File: src/scs_selector_end.sv
/*
  empty unit: it holds no module.
*/
`default_nettype none
`default_nettype wire

File: src/scs_pkg.sv
/*
  servo compensation selector constants, encodings and carriers.
  assumes one 50 MHz control clock.
*/
`default_nettype none

package scs_pkg;

  // ==========================================================
  // function expansion setting bit positions
  localparam int FES_OBS_ENABLE_BIT = 1;
  localparam int FES_OBS_GAIN1_ONLY_BIT = 2;
  localparam int FES_INERTIA_SWITCH_BIT = 3;
  localparam int FES_W = 16;

  // ==========================================================
  // timing: third-gain effective time counts in 0.1 ms units
  localparam int CLK_PERIOD_NS = 20;
  localparam int EFFECTIVE_UNIT_NS = 100000;
  // least time per unit, rounded up to whole cycles
  localparam int EFFECTIVE_UNIT_CYCLES = (EFFECTIVE_UNIT_NS + CLK_PERIOD_NS - 1) / CLK_PERIOD_NS;

  // ==========================================================
  // data widths and scaling
  localparam int GAIN_W = 16;
  localparam int TIME_W = 16;
  localparam int RATIO_W = 16;
  // third-gain ratio is a percentage of the first gain set
  localparam int RATIO_SCALE = 100;
  localparam int TORQUE_W = 16;

  // ==========================================================
  // reset values
  localparam logic [TORQUE_W-1:0] RST_OFFSET = 16'h0000;
  localparam logic [GAIN_W-1:0] RST_GAIN = 16'h0000;

  // ==========================================================
  // control mode, one-hot, same clock
  typedef enum logic [3:0] {
    MODE_POSITION = 4'b0001,
    MODE_SPEED = 4'b0010,
    MODE_TORQUE = 4'b0100,
    MODE_FULLY_CLOSED = 4'b1000
  } scs_mode_t;

  // active gain set
  typedef enum logic [2:0] {
    GAIN_FIRST = 3'b001,
    GAIN_SECOND = 3'b010,
    GAIN_THIRD = 3'b100
  } scs_gain_t;

  // servo state and excluding functions
  typedef struct packed {
    logic servo_on;
    logic autotune_en;
    logic adaptive_filter_en;
    logic inst_speed_obs_en;
  } scs_cond_t;

  // the two loop gains that the third set replaces
  typedef struct packed {
    logic [GAIN_W-1:0] pos_loop;
    logic [GAIN_W-1:0] speed_loop;
  } scs_gain_set_t;

endpackage

`default_nettype wire

File: src/scs_region_timer.sv
/*
  interval timer for the third-gain region.
  assumes a one-cycle start pulse and UNIT_CYCLES of 2 or more.
*/
`timescale 1ns/10ps
`default_nettype none

module scs_region_timer #(
  parameter int UNIT_CYCLES = 5000,
  parameter int LEN_W = 16
) (
  // clock and reset
  input wire logic mclk,
  input wire logic rst,
  // control
  input wire logic start,
  input wire logic stop,
  input wire logic [LEN_W-1:0] length,
  // state
  output logic busy
);

  localparam int PRE_W = $clog2(UNIT_CYCLES + 1);
  localparam logic [PRE_W-1:0] PRE_LAST = PRE_W'(UNIT_CYCLES - 1);
  localparam logic [LEN_W-1:0] LEN_ONE = LEN_W'(1);

  logic [PRE_W-1:0] prescale; // cycles within the current unit
  logic [LEN_W-1:0] units; // units left in the region

  // ==========================================================
  // counting
  // a zero length never raises busy, so no region is inserted
  always_ff @(posedge mclk) begin
    if (rst || stop) begin
      busy <= 1'b0;
      prescale <= '0;
      units <= '0;
    end else if (start) begin
      busy <= (length != '0);
      prescale <= '0;
      units <= length;
    end else if (busy) begin
      if (prescale == PRE_LAST) begin
        prescale <= '0;
        units <= units - LEN_ONE;
        // last unit ends the region
        if (units == LEN_ONE) begin
          busy <= 1'b0;
        end
      end else begin
        prescale <= prescale + PRE_W'(1);
      end
    end
  end

endmodule

`default_nettype wire

File: src/scs_selector.sv
/*
  servo compensation selector: observer gating, third gain set,
  torque offsets and inertia ratio selection.
  assumes one clock mclk; only the inertia select comes from a pin.
*/
// How it works
// RULE1: observer enabled only by expansion bit one
// RULE2: bit two limits observer to first gain
// RULE3: observer needs position/speed, servo on, no tuning
// RULE4: third gain needs servo on, position modes
// RULE5: third gain for set time, ratio of first
// RULE6: only position and speed gains change
// RULE7: gain-2 condition overrides third-gain region
// RULE8: second-to-third transition uses switching time
// RULE9: region also follows parameter-driven gain-1 return
// RULE10: unused third gain: time and ratio zero
// RULE11: unbalanced offset always added outside torque mode
// RULE12: friction offset follows position command direction
// RULE13: torque mode forces both offsets zero
// RULE14: speed mode servo off: unbalanced only
// RULE15: servo on holds offsets until first command
// RULE16: select input picks first or second inertia
// RULE17: inertia switching needs servo on, functions off
// RULE18: expansion bit three enables inertia switching
// RULE19: selections and offsets registered on control clock
`timescale 1ns/10ps
`default_nettype none

module scs_selector #(
  parameter int UNIT_CYCLES = scs_pkg::EFFECTIVE_UNIT_CYCLES
) (
  // clock and reset
  input wire logic mclk,
  input wire logic rst,
  // configuration
  input wire logic [scs_pkg::FES_W-1:0] function_expansion_setting,
  input wire logic [scs_pkg::GAIN_W-1:0] disturbance_comp_gain,
  input wire logic [scs_pkg::GAIN_W-1:0] disturbance_filter_time,
  input wire logic [scs_pkg::TIME_W-1:0] third_gain_effective_time,
  input wire logic [scs_pkg::RATIO_W-1:0] third_gain_ratio,
  input wire logic [scs_pkg::TIME_W-1:0] position_gain_switch_time,
  input wire logic [scs_pkg::TORQUE_W-1:0] unbalanced_load_offset,
  input wire logic [scs_pkg::TORQUE_W-1:0] forward_friction_offset,
  input wire logic [scs_pkg::TORQUE_W-1:0] reverse_friction_offset,
  input wire logic [scs_pkg::GAIN_W-1:0] inertia_ratio_first,
  input wire logic [scs_pkg::GAIN_W-1:0] inertia_ratio_second,
  input wire scs_pkg::scs_gain_set_t gain_first,
  input wire scs_pkg::scs_gain_set_t gain_second,
  // drive state
  input wire scs_pkg::scs_mode_t control_mode,
  input wire scs_pkg::scs_cond_t drive_cond,
  input wire logic gain2_condition,
  input wire logic pos_cmd_forward,
  input wire logic pos_cmd_reverse,
  input wire logic inertia_select_input,
  // torque path
  input wire logic [scs_pkg::TORQUE_W-1:0] torque_cmd_in,
  output logic [scs_pkg::TORQUE_W-1:0] torque_cmd_out,
  // gain selection
  output scs_pkg::scs_gain_t gain_state,
  output scs_pkg::scs_gain_set_t loop_gain,
  output logic filters_use_second,
  output logic [scs_pkg::TIME_W-1:0] gain_ramp_time,
  // observer and inertia
  output logic observer_active,
  output logic [scs_pkg::GAIN_W-1:0] observer_gain,
  output logic [scs_pkg::GAIN_W-1:0] observer_filter,
  output logic [scs_pkg::GAIN_W-1:0] inertia_ratio
);

  // ==========================================================
  // declarations
  scs_pkg::scs_gain_t next_gain_state; // gain set for the next sample
  logic pos_modes; // position or fully-closed control
  logic third_allowed; // third-gain switching may run
  logic timer_start; // enter the third-gain region
  logic timer_stop; // leave the region early
  logic region_busy; // effective time still running
  logic isel_meta; // sync stage one
  logic isel_sync; // inertia select in the clock domain
  logic servo_prev; // servo on one sample ago
  logic offset_hold; // offsets frozen until first position command
  logic [scs_pkg::TORQUE_W-1:0] unbal_offset; // applied unbalanced offset
  logic [scs_pkg::TORQUE_W-1:0] fric_offset; // applied friction offset
  logic [scs_pkg::GAIN_W+scs_pkg::RATIO_W-1:0] prod_pos; // first pos gain times ratio
  logic [scs_pkg::GAIN_W+scs_pkg::RATIO_W-1:0] prod_spd; // first speed gain times ratio
  scs_pkg::scs_gain_set_t gain_third; // derived third gain set
  logic obs_next; // observer condition for the next sample
  logic [scs_pkg::TORQUE_W+1:0] torque_sum; // widened sum before clamping

  localparam logic [scs_pkg::GAIN_W+scs_pkg::RATIO_W-1:0] RATIO_DIV =
    (scs_pkg::GAIN_W + scs_pkg::RATIO_W)'(scs_pkg::RATIO_SCALE);
  localparam logic [scs_pkg::GAIN_W+scs_pkg::RATIO_W-1:0] GAIN_MAX =
    (scs_pkg::GAIN_W + scs_pkg::RATIO_W)'({scs_pkg::GAIN_W{1'b1}});

  // ==========================================================
  // inertia select synchroniser
  // the pin is asynchronous; two stages before any logic looks at it
  always_ff @(posedge mclk) begin
    if (rst) begin
      isel_meta <= 1'b0;
      isel_sync <= 1'b0;
    end else begin
      isel_meta <= inertia_select_input;
      isel_sync <= isel_meta;
    end
  end

  // ==========================================================
  // gain set sequencing
  assign pos_modes = (control_mode == scs_pkg::MODE_POSITION) ||
                     (control_mode == scs_pkg::MODE_FULLY_CLOSED);
  assign third_allowed = drive_cond.servo_on && pos_modes; // RULE4

  // next gain set
  always_comb begin
    next_gain_state = gain_state;
    timer_start = 1'b0;
    timer_stop = 1'b0;
    case (gain_state)
      scs_pkg::GAIN_FIRST: begin
        if (gain2_condition) begin
          next_gain_state = scs_pkg::GAIN_SECOND;
        end
      end
      scs_pkg::GAIN_SECOND: begin
        // the condition may drop by a parameter change too; same path
        if (!gain2_condition) begin // RULE9
          if (third_allowed && (third_gain_effective_time != '0)) begin // RULE5
            next_gain_state = scs_pkg::GAIN_THIRD;
            timer_start = 1'b1;
          end else begin
            next_gain_state = scs_pkg::GAIN_FIRST;
          end
        end
      end
      scs_pkg::GAIN_THIRD: begin
        if (gain2_condition) begin // RULE7
          next_gain_state = scs_pkg::GAIN_SECOND;
          timer_stop = 1'b1;
        end else if (!third_allowed) begin // RULE4
          next_gain_state = scs_pkg::GAIN_FIRST;
          timer_stop = 1'b1;
        end else if (!region_busy) begin // RULE5
          next_gain_state = scs_pkg::GAIN_FIRST;
        end
      end
      default: begin
        // an illegal code falls back to the safe first set
        next_gain_state = scs_pkg::GAIN_FIRST;
        timer_stop = 1'b1;
      end
    endcase
  end

  // gain state register, one change per sample
  always_ff @(posedge mclk) begin
    if (rst) begin
      gain_state <= scs_pkg::GAIN_FIRST;
    end else begin
      gain_state <= next_gain_state; // RULE19
    end
  end

  // effective-time counter for the third-gain region
  scs_region_timer #(
    .UNIT_CYCLES(UNIT_CYCLES),
    .LEN_W(scs_pkg::TIME_W)
  ) u_region_timer (
    .mclk(mclk),
    .rst(rst),
    .start(timer_start),
    .stop(timer_stop),
    .length(third_gain_effective_time),
    .busy(region_busy)
  );

  // ==========================================================
  // third gain values: percentage of the first set, saturated
  // a zero ratio gives zero loop gains, so an unused third set must
  // also carry a zero effective time to keep the region out
  assign prod_pos = gain_first.pos_loop * third_gain_ratio; // RULE5
  assign prod_spd = gain_first.speed_loop * third_gain_ratio;

  always_comb begin
    gain_third.pos_loop = scs_pkg::GAIN_W'(prod_pos / RATIO_DIV);
    gain_third.speed_loop = scs_pkg::GAIN_W'(prod_spd / RATIO_DIV);
    if ((prod_pos / RATIO_DIV) > GAIN_MAX) begin
      gain_third.pos_loop = {scs_pkg::GAIN_W{1'b1}};
    end
    if ((prod_spd / RATIO_DIV) > GAIN_MAX) begin
      gain_third.speed_loop = {scs_pkg::GAIN_W{1'b1}};
    end
  end

  // selected loop gains and filter set
  // filters and integral time follow gain 2 only in the second set
  always_ff @(posedge mclk) begin
    if (rst) begin
      loop_gain <= {scs_pkg::RST_GAIN, scs_pkg::RST_GAIN};
      filters_use_second <= 1'b0;
    end else begin
      case (next_gain_state)
        scs_pkg::GAIN_SECOND: begin
          loop_gain <= gain_second;
          filters_use_second <= 1'b1;
        end
        scs_pkg::GAIN_THIRD: begin
          loop_gain <= gain_third; // RULE6
          filters_use_second <= 1'b0; // RULE6
        end
        default: begin
          loop_gain <= gain_first;
          filters_use_second <= 1'b0;
        end
      endcase
    end
  end

  // ramp time while moving from the second into the third set
  // other transitions report zero so the loop steps at once
  always_ff @(posedge mclk) begin
    if (rst) begin
      gain_ramp_time <= '0;
    end else if (timer_start) begin
      gain_ramp_time <= position_gain_switch_time; // RULE8
    end else if (next_gain_state != scs_pkg::GAIN_THIRD) begin
      gain_ramp_time <= '0;
    end
  end

  // ==========================================================
  // disturbance observer gating
  always_comb begin
    obs_next = function_expansion_setting[scs_pkg::FES_OBS_ENABLE_BIT]; // RULE1
    if (function_expansion_setting[scs_pkg::FES_OBS_GAIN1_ONLY_BIT] &&
        (next_gain_state != scs_pkg::GAIN_FIRST)) begin // RULE2
      obs_next = 1'b0;
    end
    if (!drive_cond.servo_on || drive_cond.autotune_en ||
        drive_cond.inst_speed_obs_en) begin // RULE3
      obs_next = 1'b0;
    end
    if ((control_mode != scs_pkg::MODE_POSITION) &&
        (control_mode != scs_pkg::MODE_SPEED)) begin // RULE3
      obs_next = 1'b0;
    end
  end

  // observer enable and its parameters, zeroed when not acting
  always_ff @(posedge mclk) begin
    if (rst) begin
      observer_active <= 1'b0;
      observer_gain <= scs_pkg::RST_GAIN;
      observer_filter <= scs_pkg::RST_GAIN;
    end else begin
      observer_active <= obs_next;
      observer_gain <= obs_next ? disturbance_comp_gain : scs_pkg::RST_GAIN;
      observer_filter <= obs_next ? disturbance_filter_time : scs_pkg::RST_GAIN;
    end
  end

  // ==========================================================
  // inertia ratio selection
  // the ratio follows isel_sync one sample later, whether or not
  // the motor is moving; nothing waits for it to stop
  always_ff @(posedge mclk) begin
    if (rst) begin
      inertia_ratio <= scs_pkg::RST_GAIN;
    end else if (function_expansion_setting[scs_pkg::FES_INERTIA_SWITCH_BIT] && // RULE18
                 drive_cond.servo_on && !drive_cond.autotune_en &&
                 !drive_cond.adaptive_filter_en && !drive_cond.inst_speed_obs_en &&
                 !obs_next && isel_sync) begin // RULE17
      inertia_ratio <= inertia_ratio_second; // RULE16
    end else begin
      inertia_ratio <= inertia_ratio_first; // RULE18
    end
  end

  // ==========================================================
  // torque offsets
  // servo edge tracker for the hold after servo on
  always_ff @(posedge mclk) begin
    if (rst) begin
      servo_prev <= 1'b0;
    end else begin
      servo_prev <= drive_cond.servo_on;
    end
  end

  // offset selection per mode and servo state
  always_ff @(posedge mclk) begin
    if (rst) begin
      unbal_offset <= scs_pkg::RST_OFFSET;
      fric_offset <= scs_pkg::RST_OFFSET;
      offset_hold <= 1'b0;
    end else begin
      case (control_mode)
        scs_pkg::MODE_TORQUE: begin
          unbal_offset <= scs_pkg::RST_OFFSET; // RULE13
          fric_offset <= scs_pkg::RST_OFFSET; // RULE13
          offset_hold <= 1'b0;
        end
        scs_pkg::MODE_SPEED: begin
          // friction compensation needs a position command direction
          unbal_offset <= unbalanced_load_offset; // RULE14
          fric_offset <= scs_pkg::RST_OFFSET; // RULE14
          offset_hold <= 1'b0;
        end
        scs_pkg::MODE_POSITION, scs_pkg::MODE_FULLY_CLOSED: begin
          if (drive_cond.servo_on && !servo_prev) begin
            offset_hold <= 1'b1; // RULE15
          end else if (!drive_cond.servo_on) begin
            unbal_offset <= unbalanced_load_offset; // RULE11
            offset_hold <= 1'b0;
          end else if (pos_cmd_forward || pos_cmd_reverse) begin
            offset_hold <= 1'b0; // RULE15
            unbal_offset <= unbalanced_load_offset; // RULE15
            // forward wins if both strobes arrive together
            fric_offset <= pos_cmd_forward ? forward_friction_offset :
                           reverse_friction_offset; // RULE12
          end else if (!offset_hold) begin
            unbal_offset <= unbalanced_load_offset; // RULE11
          end
        end
        default: begin
          unbal_offset <= scs_pkg::RST_OFFSET;
          fric_offset <= scs_pkg::RST_OFFSET;
          offset_hold <= 1'b0;
        end
      endcase
    end
  end

  // torque command sum, clamped to the signed range
  assign torque_sum = {{2{torque_cmd_in[scs_pkg::TORQUE_W-1]}}, torque_cmd_in} +
                      {{2{unbal_offset[scs_pkg::TORQUE_W-1]}}, unbal_offset} +
                      {{2{fric_offset[scs_pkg::TORQUE_W-1]}}, fric_offset};

  always_ff @(posedge mclk) begin
    if (rst) begin
      torque_cmd_out <= scs_pkg::RST_OFFSET;
    end else if (torque_sum[scs_pkg::TORQUE_W+1] &&
                 (torque_sum[scs_pkg::TORQUE_W:scs_pkg::TORQUE_W-1] != 2'b11)) begin
      torque_cmd_out <= {1'b1, {(scs_pkg::TORQUE_W-1){1'b0}}};
    end else if (!torque_sum[scs_pkg::TORQUE_W+1] &&
                 (torque_sum[scs_pkg::TORQUE_W:scs_pkg::TORQUE_W-1] != 2'b00)) begin
      torque_cmd_out <= {1'b0, {(scs_pkg::TORQUE_W-1){1'b1}}};
    end else begin
      torque_cmd_out <= torque_sum[scs_pkg::TORQUE_W-1:0]; // RULE19
    end
  end

endmodule

`default_nettype wire

File: config.mk
export PLATFORM = sky130hd
export DESIGN_NAME = scs_selector
export DESIGN_NICKNAME = d
export VERILOG_FILES = /design/src/scs_selector_end.sv /design/src/scs_pkg.sv /design/src/scs_region_timer.sv /design/src/scs_selector.sv
export SDC_FILE = /design/constraint.sdc
export NUM_CORES = 2
export LEC_CHECK = 0
export BUFFER_PORTS_ARGS = -buffer_cell sky130_fd_sc_hd__buf_2
export CAP_MARGIN = 20
export CORE_ASPECT_RATIO = 1.25
export CORE_UTILIZATION = 24
export DETAILED_ROUTE_END_ITERATION = 8
export GPL_ROUTABILITY_DRIVEN = 0
export PLACE_DENSITY_LB_ADDON = 0.1
export SLEW_MARGIN = 20
export SYNTH_ARGS = -nofsm -noshare
export SYNTH_HDL_FRONTEND = slang
export SYNTH_HIERARCHICAL = 1
export SYNTH_SLANG_ARGS = --single-unit
File: constraint.sdc
create_clock -name mclk -period 25.5 [get_ports mclk]
set_input_delay 5.1 -clock mclk [delete_from_list [all_inputs] [get_ports mclk]]
set_output_delay 5.1 -clock mclk [all_outputs]
set_load 0.05 [all_outputs]
### Word level (Yosys, flattened, before mapping)

Cells that the tools add are included.

| cells by class | value |
|---|---|
| add/subtract/negate cells | 4 |
| multipliers | 2 |
| divide/modulo/power cells | 2 |
| magnitude comparators | 2 |
| equal/unequal tests | 18 |
| muxes and demuxes | 42 |
| bitwise gates (word level) | 3 |
| reduce and logical (&&, ||, !) cells | 39 |

Operators with widths:

| kind | number |
|---|---|
| 16-bit two-way mux | 15 |
| 32-bit by 7-bit divider with 32-bit output, second input constant | 2 |
| 32-bit by 16-bit greater-than comparator with 1-bit output, second input constant | 2 |
| 16-bit by 16-bit multiplier with 32-bit output | 2 |
| 32-bit case mux with 2 select lines | 1 |
| 16-bit case mux with 2 select lines | 1 |
| 17-bit by 16-bit adder with 18-bit output | 1 |
| 3-bit two-way mux | 6 |
| 16-bit by 16-bit adder with 17-bit output | 1 |
| 16-bit by 1-bit == test with 1-bit output, second input constant | 1 |
| 1-bit two-way mux | 16 |
| 16-bit nonzero test | 1 |
| 16-bit by 1-bit subtractor with 16-bit output, second input constant | 1 |
| 13-bit by 1-bit adder with 13-bit output, second input constant | 1 |
| 13-bit == test, second input constant | 1 |
| 1-bit logical AND | 13 |
| 13-bit two-way mux | 1 |
| 2-bit OR reduction | 6 |
| 3-bit case mux with 3 select lines | 1 |
| 2-bit nonzero test | 4 |
| 1-bit zero test | 7 |
| 3-bit by 2-bit == test with 1-bit output, second input constant | 2 |
| 3-bit == test, second input constant | 2 |
| 3-bit by 1-bit inequality test with 1-bit output, second input constant | 2 |
| 14 further kinds | 22 |

| storage, ports and cells | value |
|---|---|
| register bits | 183 |
| logic and storage cells | 132 |

### Longest topological paths before layout

| logic depth | value |
|---|---|
| depth in word-level cells | 16 |
| depth in mapped cells | 92 |
| mapped depth without buffers | 77 |

### By module

Netlist, hierarchy kept.

By module, submodules not included:

| module | instances | cells each | area an instance (sq um) | seq. area each (sq um) |
|---|---|---|---|---|
| scs_selector | 1 | 4588 | 36981.7 | 3062.9 |
| scs_region_timer | 1 | 197 | 1642.8 | 600.6 |

### Worst setup path after synthesis

No wires, ideal clock.

| path | value |
|---|---|
| kind | input -> register |
| start point | in gain_first[13] in the netlist's numbering |
| end point | reg loop_gain[0] in the netlist's numbering |
| arrival time | 25.360 ns |
| setup slack | 0.049 ns |
| stages on the path | 76 |
| buffers on the path | 5 |
| cells stage by stage | clkbuf_1 clkbuf_1 nand2_1 fa_1 inv_1 fa_1 fa_1 fa_1 fa_1 inv_1 fa_1 inv_1 ha_1 buf_2 o21a_1 o211ai_2 nor2_1 a221o_1 (+40 left out) mux2_2 a31o_2 mux2i_1 o21ai_1 a21oi_1 maj3_1 nor2b_1 o31a_2 o311ai_2 mux2_2 a21oi_2 xor2_1 a311oi_2 o221ai_1 a211o_1 a21oi_1 o22ai_1 a311oi_1 |

| between the ends | value |
|---|---|
| longest elaborated chain between the ends | 5 |

Ends and longest elaborated chain:

| element | RTL line | RTL |
|---|---|---|
| start: declaration | scs_selector.sv:47 | `input wire scs_pkg::scs_gain_set_t gain_first,` |
| 16-bit by 16-bit multiplier with 32-bit output * | scs_selector.sv:183 | `assign prod_spd = gain_first.speed_loop * third_gain_ratio;` |
| 32-bit by 7-bit divider with 32-bit output * | scs_selector.sv:187, scs_selector.sv:191 |  |
| 32-bit by 16-bit greater-than comparator with 1-bit output | scs_selector.sv:191 | `if ((prod_spd / RATIO_DIV) > GAIN_MAX) begin` |
| 16-bit two-way mux * | scs_selector.sv:191 |  |
| 32-bit case mux with 2 select lines * | scs_selector.sv:203 | `case (next_gain_state)` |
| end signal: assignment | scs_selector.sv:200 | `loop_gain <= {scs_pkg::RST_GAIN, scs_pkg::RST_GAIN};` |
| end signal: assignment | scs_selector.sv:205 | `loop_gain <= gain_second;` |
| end signal: assignment | scs_selector.sv:209 | `loop_gain <= gain_third;` |
| end: declaration | scs_selector.sv:61 | `output scs_pkg::scs_gain_set_t loop_gain,` |

Mark *: on every way between the ends. The rest lies on a longest branch, timed or not.
A chain may end at the register's enable or synchronous reset.

### Worst setup path in the final report

| path | value |
|---|---|
| start point | in gain_first[6] in the netlist's numbering |
| end point | reg loop_gain[0] in the netlist's numbering |

Same word-level chain as after synthesis.

==> impl_metrics.tcl <==
set metrics [dict create \
    place_hpwl_mm 131 \
    postRouteWirelength_mm 154 \
    rsz0062_at_grt "yes" \
    drt-initial-drc-count 1722 \
    h-tree-depth 4 \
    die_y_um 451 \
    drtPass1Iterations 5 \
    antenna_found_initial 37 \
    worstPathRequired_ps 25910 \
    via_count 40163 \
    syn-cell-area_mm2 0.0386 \
    cp_common_cell "buf_4" \
    muxShareOfSynthArea 0.0265 \
    hold_class "reg -> reg" \
    grt_use_total 0.186 \
    cts.clk_slew.worst_paths_ps 70 \
    critPathTopFamily "compound AO/OA/AOI/OAI gates" \
    synthFlopType "dfxtp_1" \
    pin_count 387 \
    grt_max_degree 42 \
    async_flop_share 0 \
    layout_min_cycle_time_ps 25290 \
    cts_max_path_buffers 2 \
    synth_top_area_share 0.210 \
    crit_arrival_ps 25700 \
    synthXorXnorAreaFrac 0.0512 \
    wire_per_inst_um 18.6 \
    clk_latency_ps 470 \
    synth_fa_ha_area_frac 0.287 \
    synth_area_leaders "fa_1 21%, dfxtp_1 9.5%, ha_1 7.4%, and2_1 5.6%, inv_1 4.7%" \
    fin_crit_sh 0.992 \
    netlist_instances 4785 \
    grt_pass1_wl_mm 240 \
    clock_skew_ps 18.8 \
    syn_area_per_cell_um2 8.07 \
    slowest_delay_ps 570 \
    critPathBufInv 23 \
    synth_edf_count 0 \
    die-area_mm2 0.163 \
    ant_nets 0 \
    synth_seq_cells 183 \
    endpoint_kind "flop" \
    synthToLayoutAreaGrowth_pct 42.3 \
    worstMarginPinSlew_ps 1210 \
    ys_seq_area_frac 0.0948 \
    cp_max_fo 11 \
    crit_slowest_cell "or4b_4" \
    rows 164 \
    drcViolationCount 0 \
    relSlewSlack 0.193 \
    fmax_mhz 39.5 \
    cts_tree "built" \
    cts-root-buf "clkbuf_16" \
    grt_overflow_total 0 \
    hold_viol 0 \
    initial_core_util 0.242 \
    numCtsBuffers 17 \
    maxCapViolCount 0 \
    clock-sinks 183 \
    synth_top_family_by_area "adder cells" \
    grt_pass1_vias 41520 \
    die_w_um 361 \
    synth_fp_nets 5687 \
    via_per_inst 4.84 \
    start_kind "input port" \
    final_core_util 0.344 \
    synth_compound_area_frac 0.248 \
    nNetsFinal 7092 \
    drv_slew 0 \
    synth_simple_gate_area_frac 0.214 \
    setup_viol 0 \
    coreArea_mm2 0.160 \
    ys.warnings.count 6 \
    ys_types 151 \
    io_buffers 373 \
    status "finished clean" \
    synth_top_area_cell "fa_1" \
    drive_gt1_frac 0.356 \
    critPathKind "in -> reg" \
]
synth_stat cells (all sizes together), types with 42 or more instances:
| cell type | count |
|---|---|
| xnor2 | 149 |
| fa | 405 |
| o21a | 58 |
| inv | 487 |
| a21oi | 255 |
| and2 | 348 |
| o21ai | 223 |
| nand2 | 482 |
| clkbuf | 161 |
| dfxtp | 183 |
| o211ai | 70 |
| nor3 | 94 |
| nand3 | 76 |
| xor2 | 62 |
| a31oi | 69 |
| nor4 | 47 |
| a211oi | 71 |
| ha | 227 |
| a22oi | 42 |
| buf | 88 |
| nor2 | 304 |
| mux2i | 75 |
| a21o | 66 |
through the flow:
step	setup slack, ps	hold slack [ps]	cells	TNS (ps)	instance area [µm²]
2_1_floorplan	49.2	414	4785	0	38600
3_3_place_gp	-1430	439	8139	-7080	50800
3_5_place_dp	-1340	430	8140	-6420	50800
4_1_cts	-61.3	442	8221	-61.3	52800
5_1_grt	-656	460	8293	-2330	54900
6_report	209	440	8298	0	55000
layer usage:
metal  track usage  wire length, µm
met1         0.222            65100
met2         0.350            79600
met3        0.0182             4970
met4        0.0481             4080
met5             0              150
cell usage in the layout, fill, tap and decap left out, types with 28 or more instances in the layout:
cell type and n:
a21oi_1 195, nor2_1 279, xnor2_1 125, o21ai_1 45, nand2_1 471, o21ai_0 146, nor4_1 31, buf_2 356
nand3_1 67, a211oi_1 49, a21oi_2 49, a22oi_1 36, dfxtp_1 183, o21ai_2 29, a21o_1 64, nor3_1 74
buf_6 32, inv_1 486, fa_1 404, buf_4 1221, mux2i_1 64, xor2_1 54, nand4_1 37, o211ai_1 65
and2_1 332, o21a_1 52, and3_1 28, ha_1 214, a31oi_1 54
cells by family (layout without fill, tap and decap cells):
logic type | Yosys count | after routing
adders and majority gates | 644 | 644
buffers and inverters | 737 | 2154
other | 0 | 21
DFF | 183 | 183
and+or+nand+nor | 1620 | 1620
AOI/OAI and AO/OA | 1294 | 1294
xor gates and xnor gates | 212 | 212
muxes | 95 | 95
final cells by class:
cell class,instances,area (µm²)
Inverter,487,1830
Sequential cell,183,3660
Fill cell,17095,105000
Multi-Input combinational cell,3865,34400
Clock inverter,14,191
Tap cell,2075,2600
Timing Repair Buffer,1636,11800
Clock buffer,17,425
Antenna cell,21,52.6
worst paths after layout:
check	end	slack, ps	cells after the start	startpoint
worst max-delay path	loop_gain[0]	210	90	gain_first[6]
worst min-delay path	isel_sync	440	1	isel_meta
worst max register to register	torque_cmd_out[2]	20120	25	unbal_offset[1]
worst min register to register	isel_sync	440	1	isel_meta
sequential cells by signal, indices dropped and copies added (netlist names), 3 cells and up:
name / flops
inertia_ratio: 16
fric_offset: 16
u_region_timer/units: 16
observer_gain: 16
observer_filter: 16
u_region_timer/prescale: 13
loop_gain: 32
gain_ramp_time: 16
gain_state: 3
unbal_offset: 16
torque_cmd_out: 16
timing repair:
action / in CTS / in global routing
pin swaps: 76 / 145
setup buffers: 50 / 57
hold buffers: 0 / 0
setup endpoints to repair: 6 / 8
resized for setup: 178 / 355
gates cloned: 0 / 0
Power is left out: the tool's default activity adds up to more than one toggle a clock period on the data nets, which glitch-free logic cannot reach.
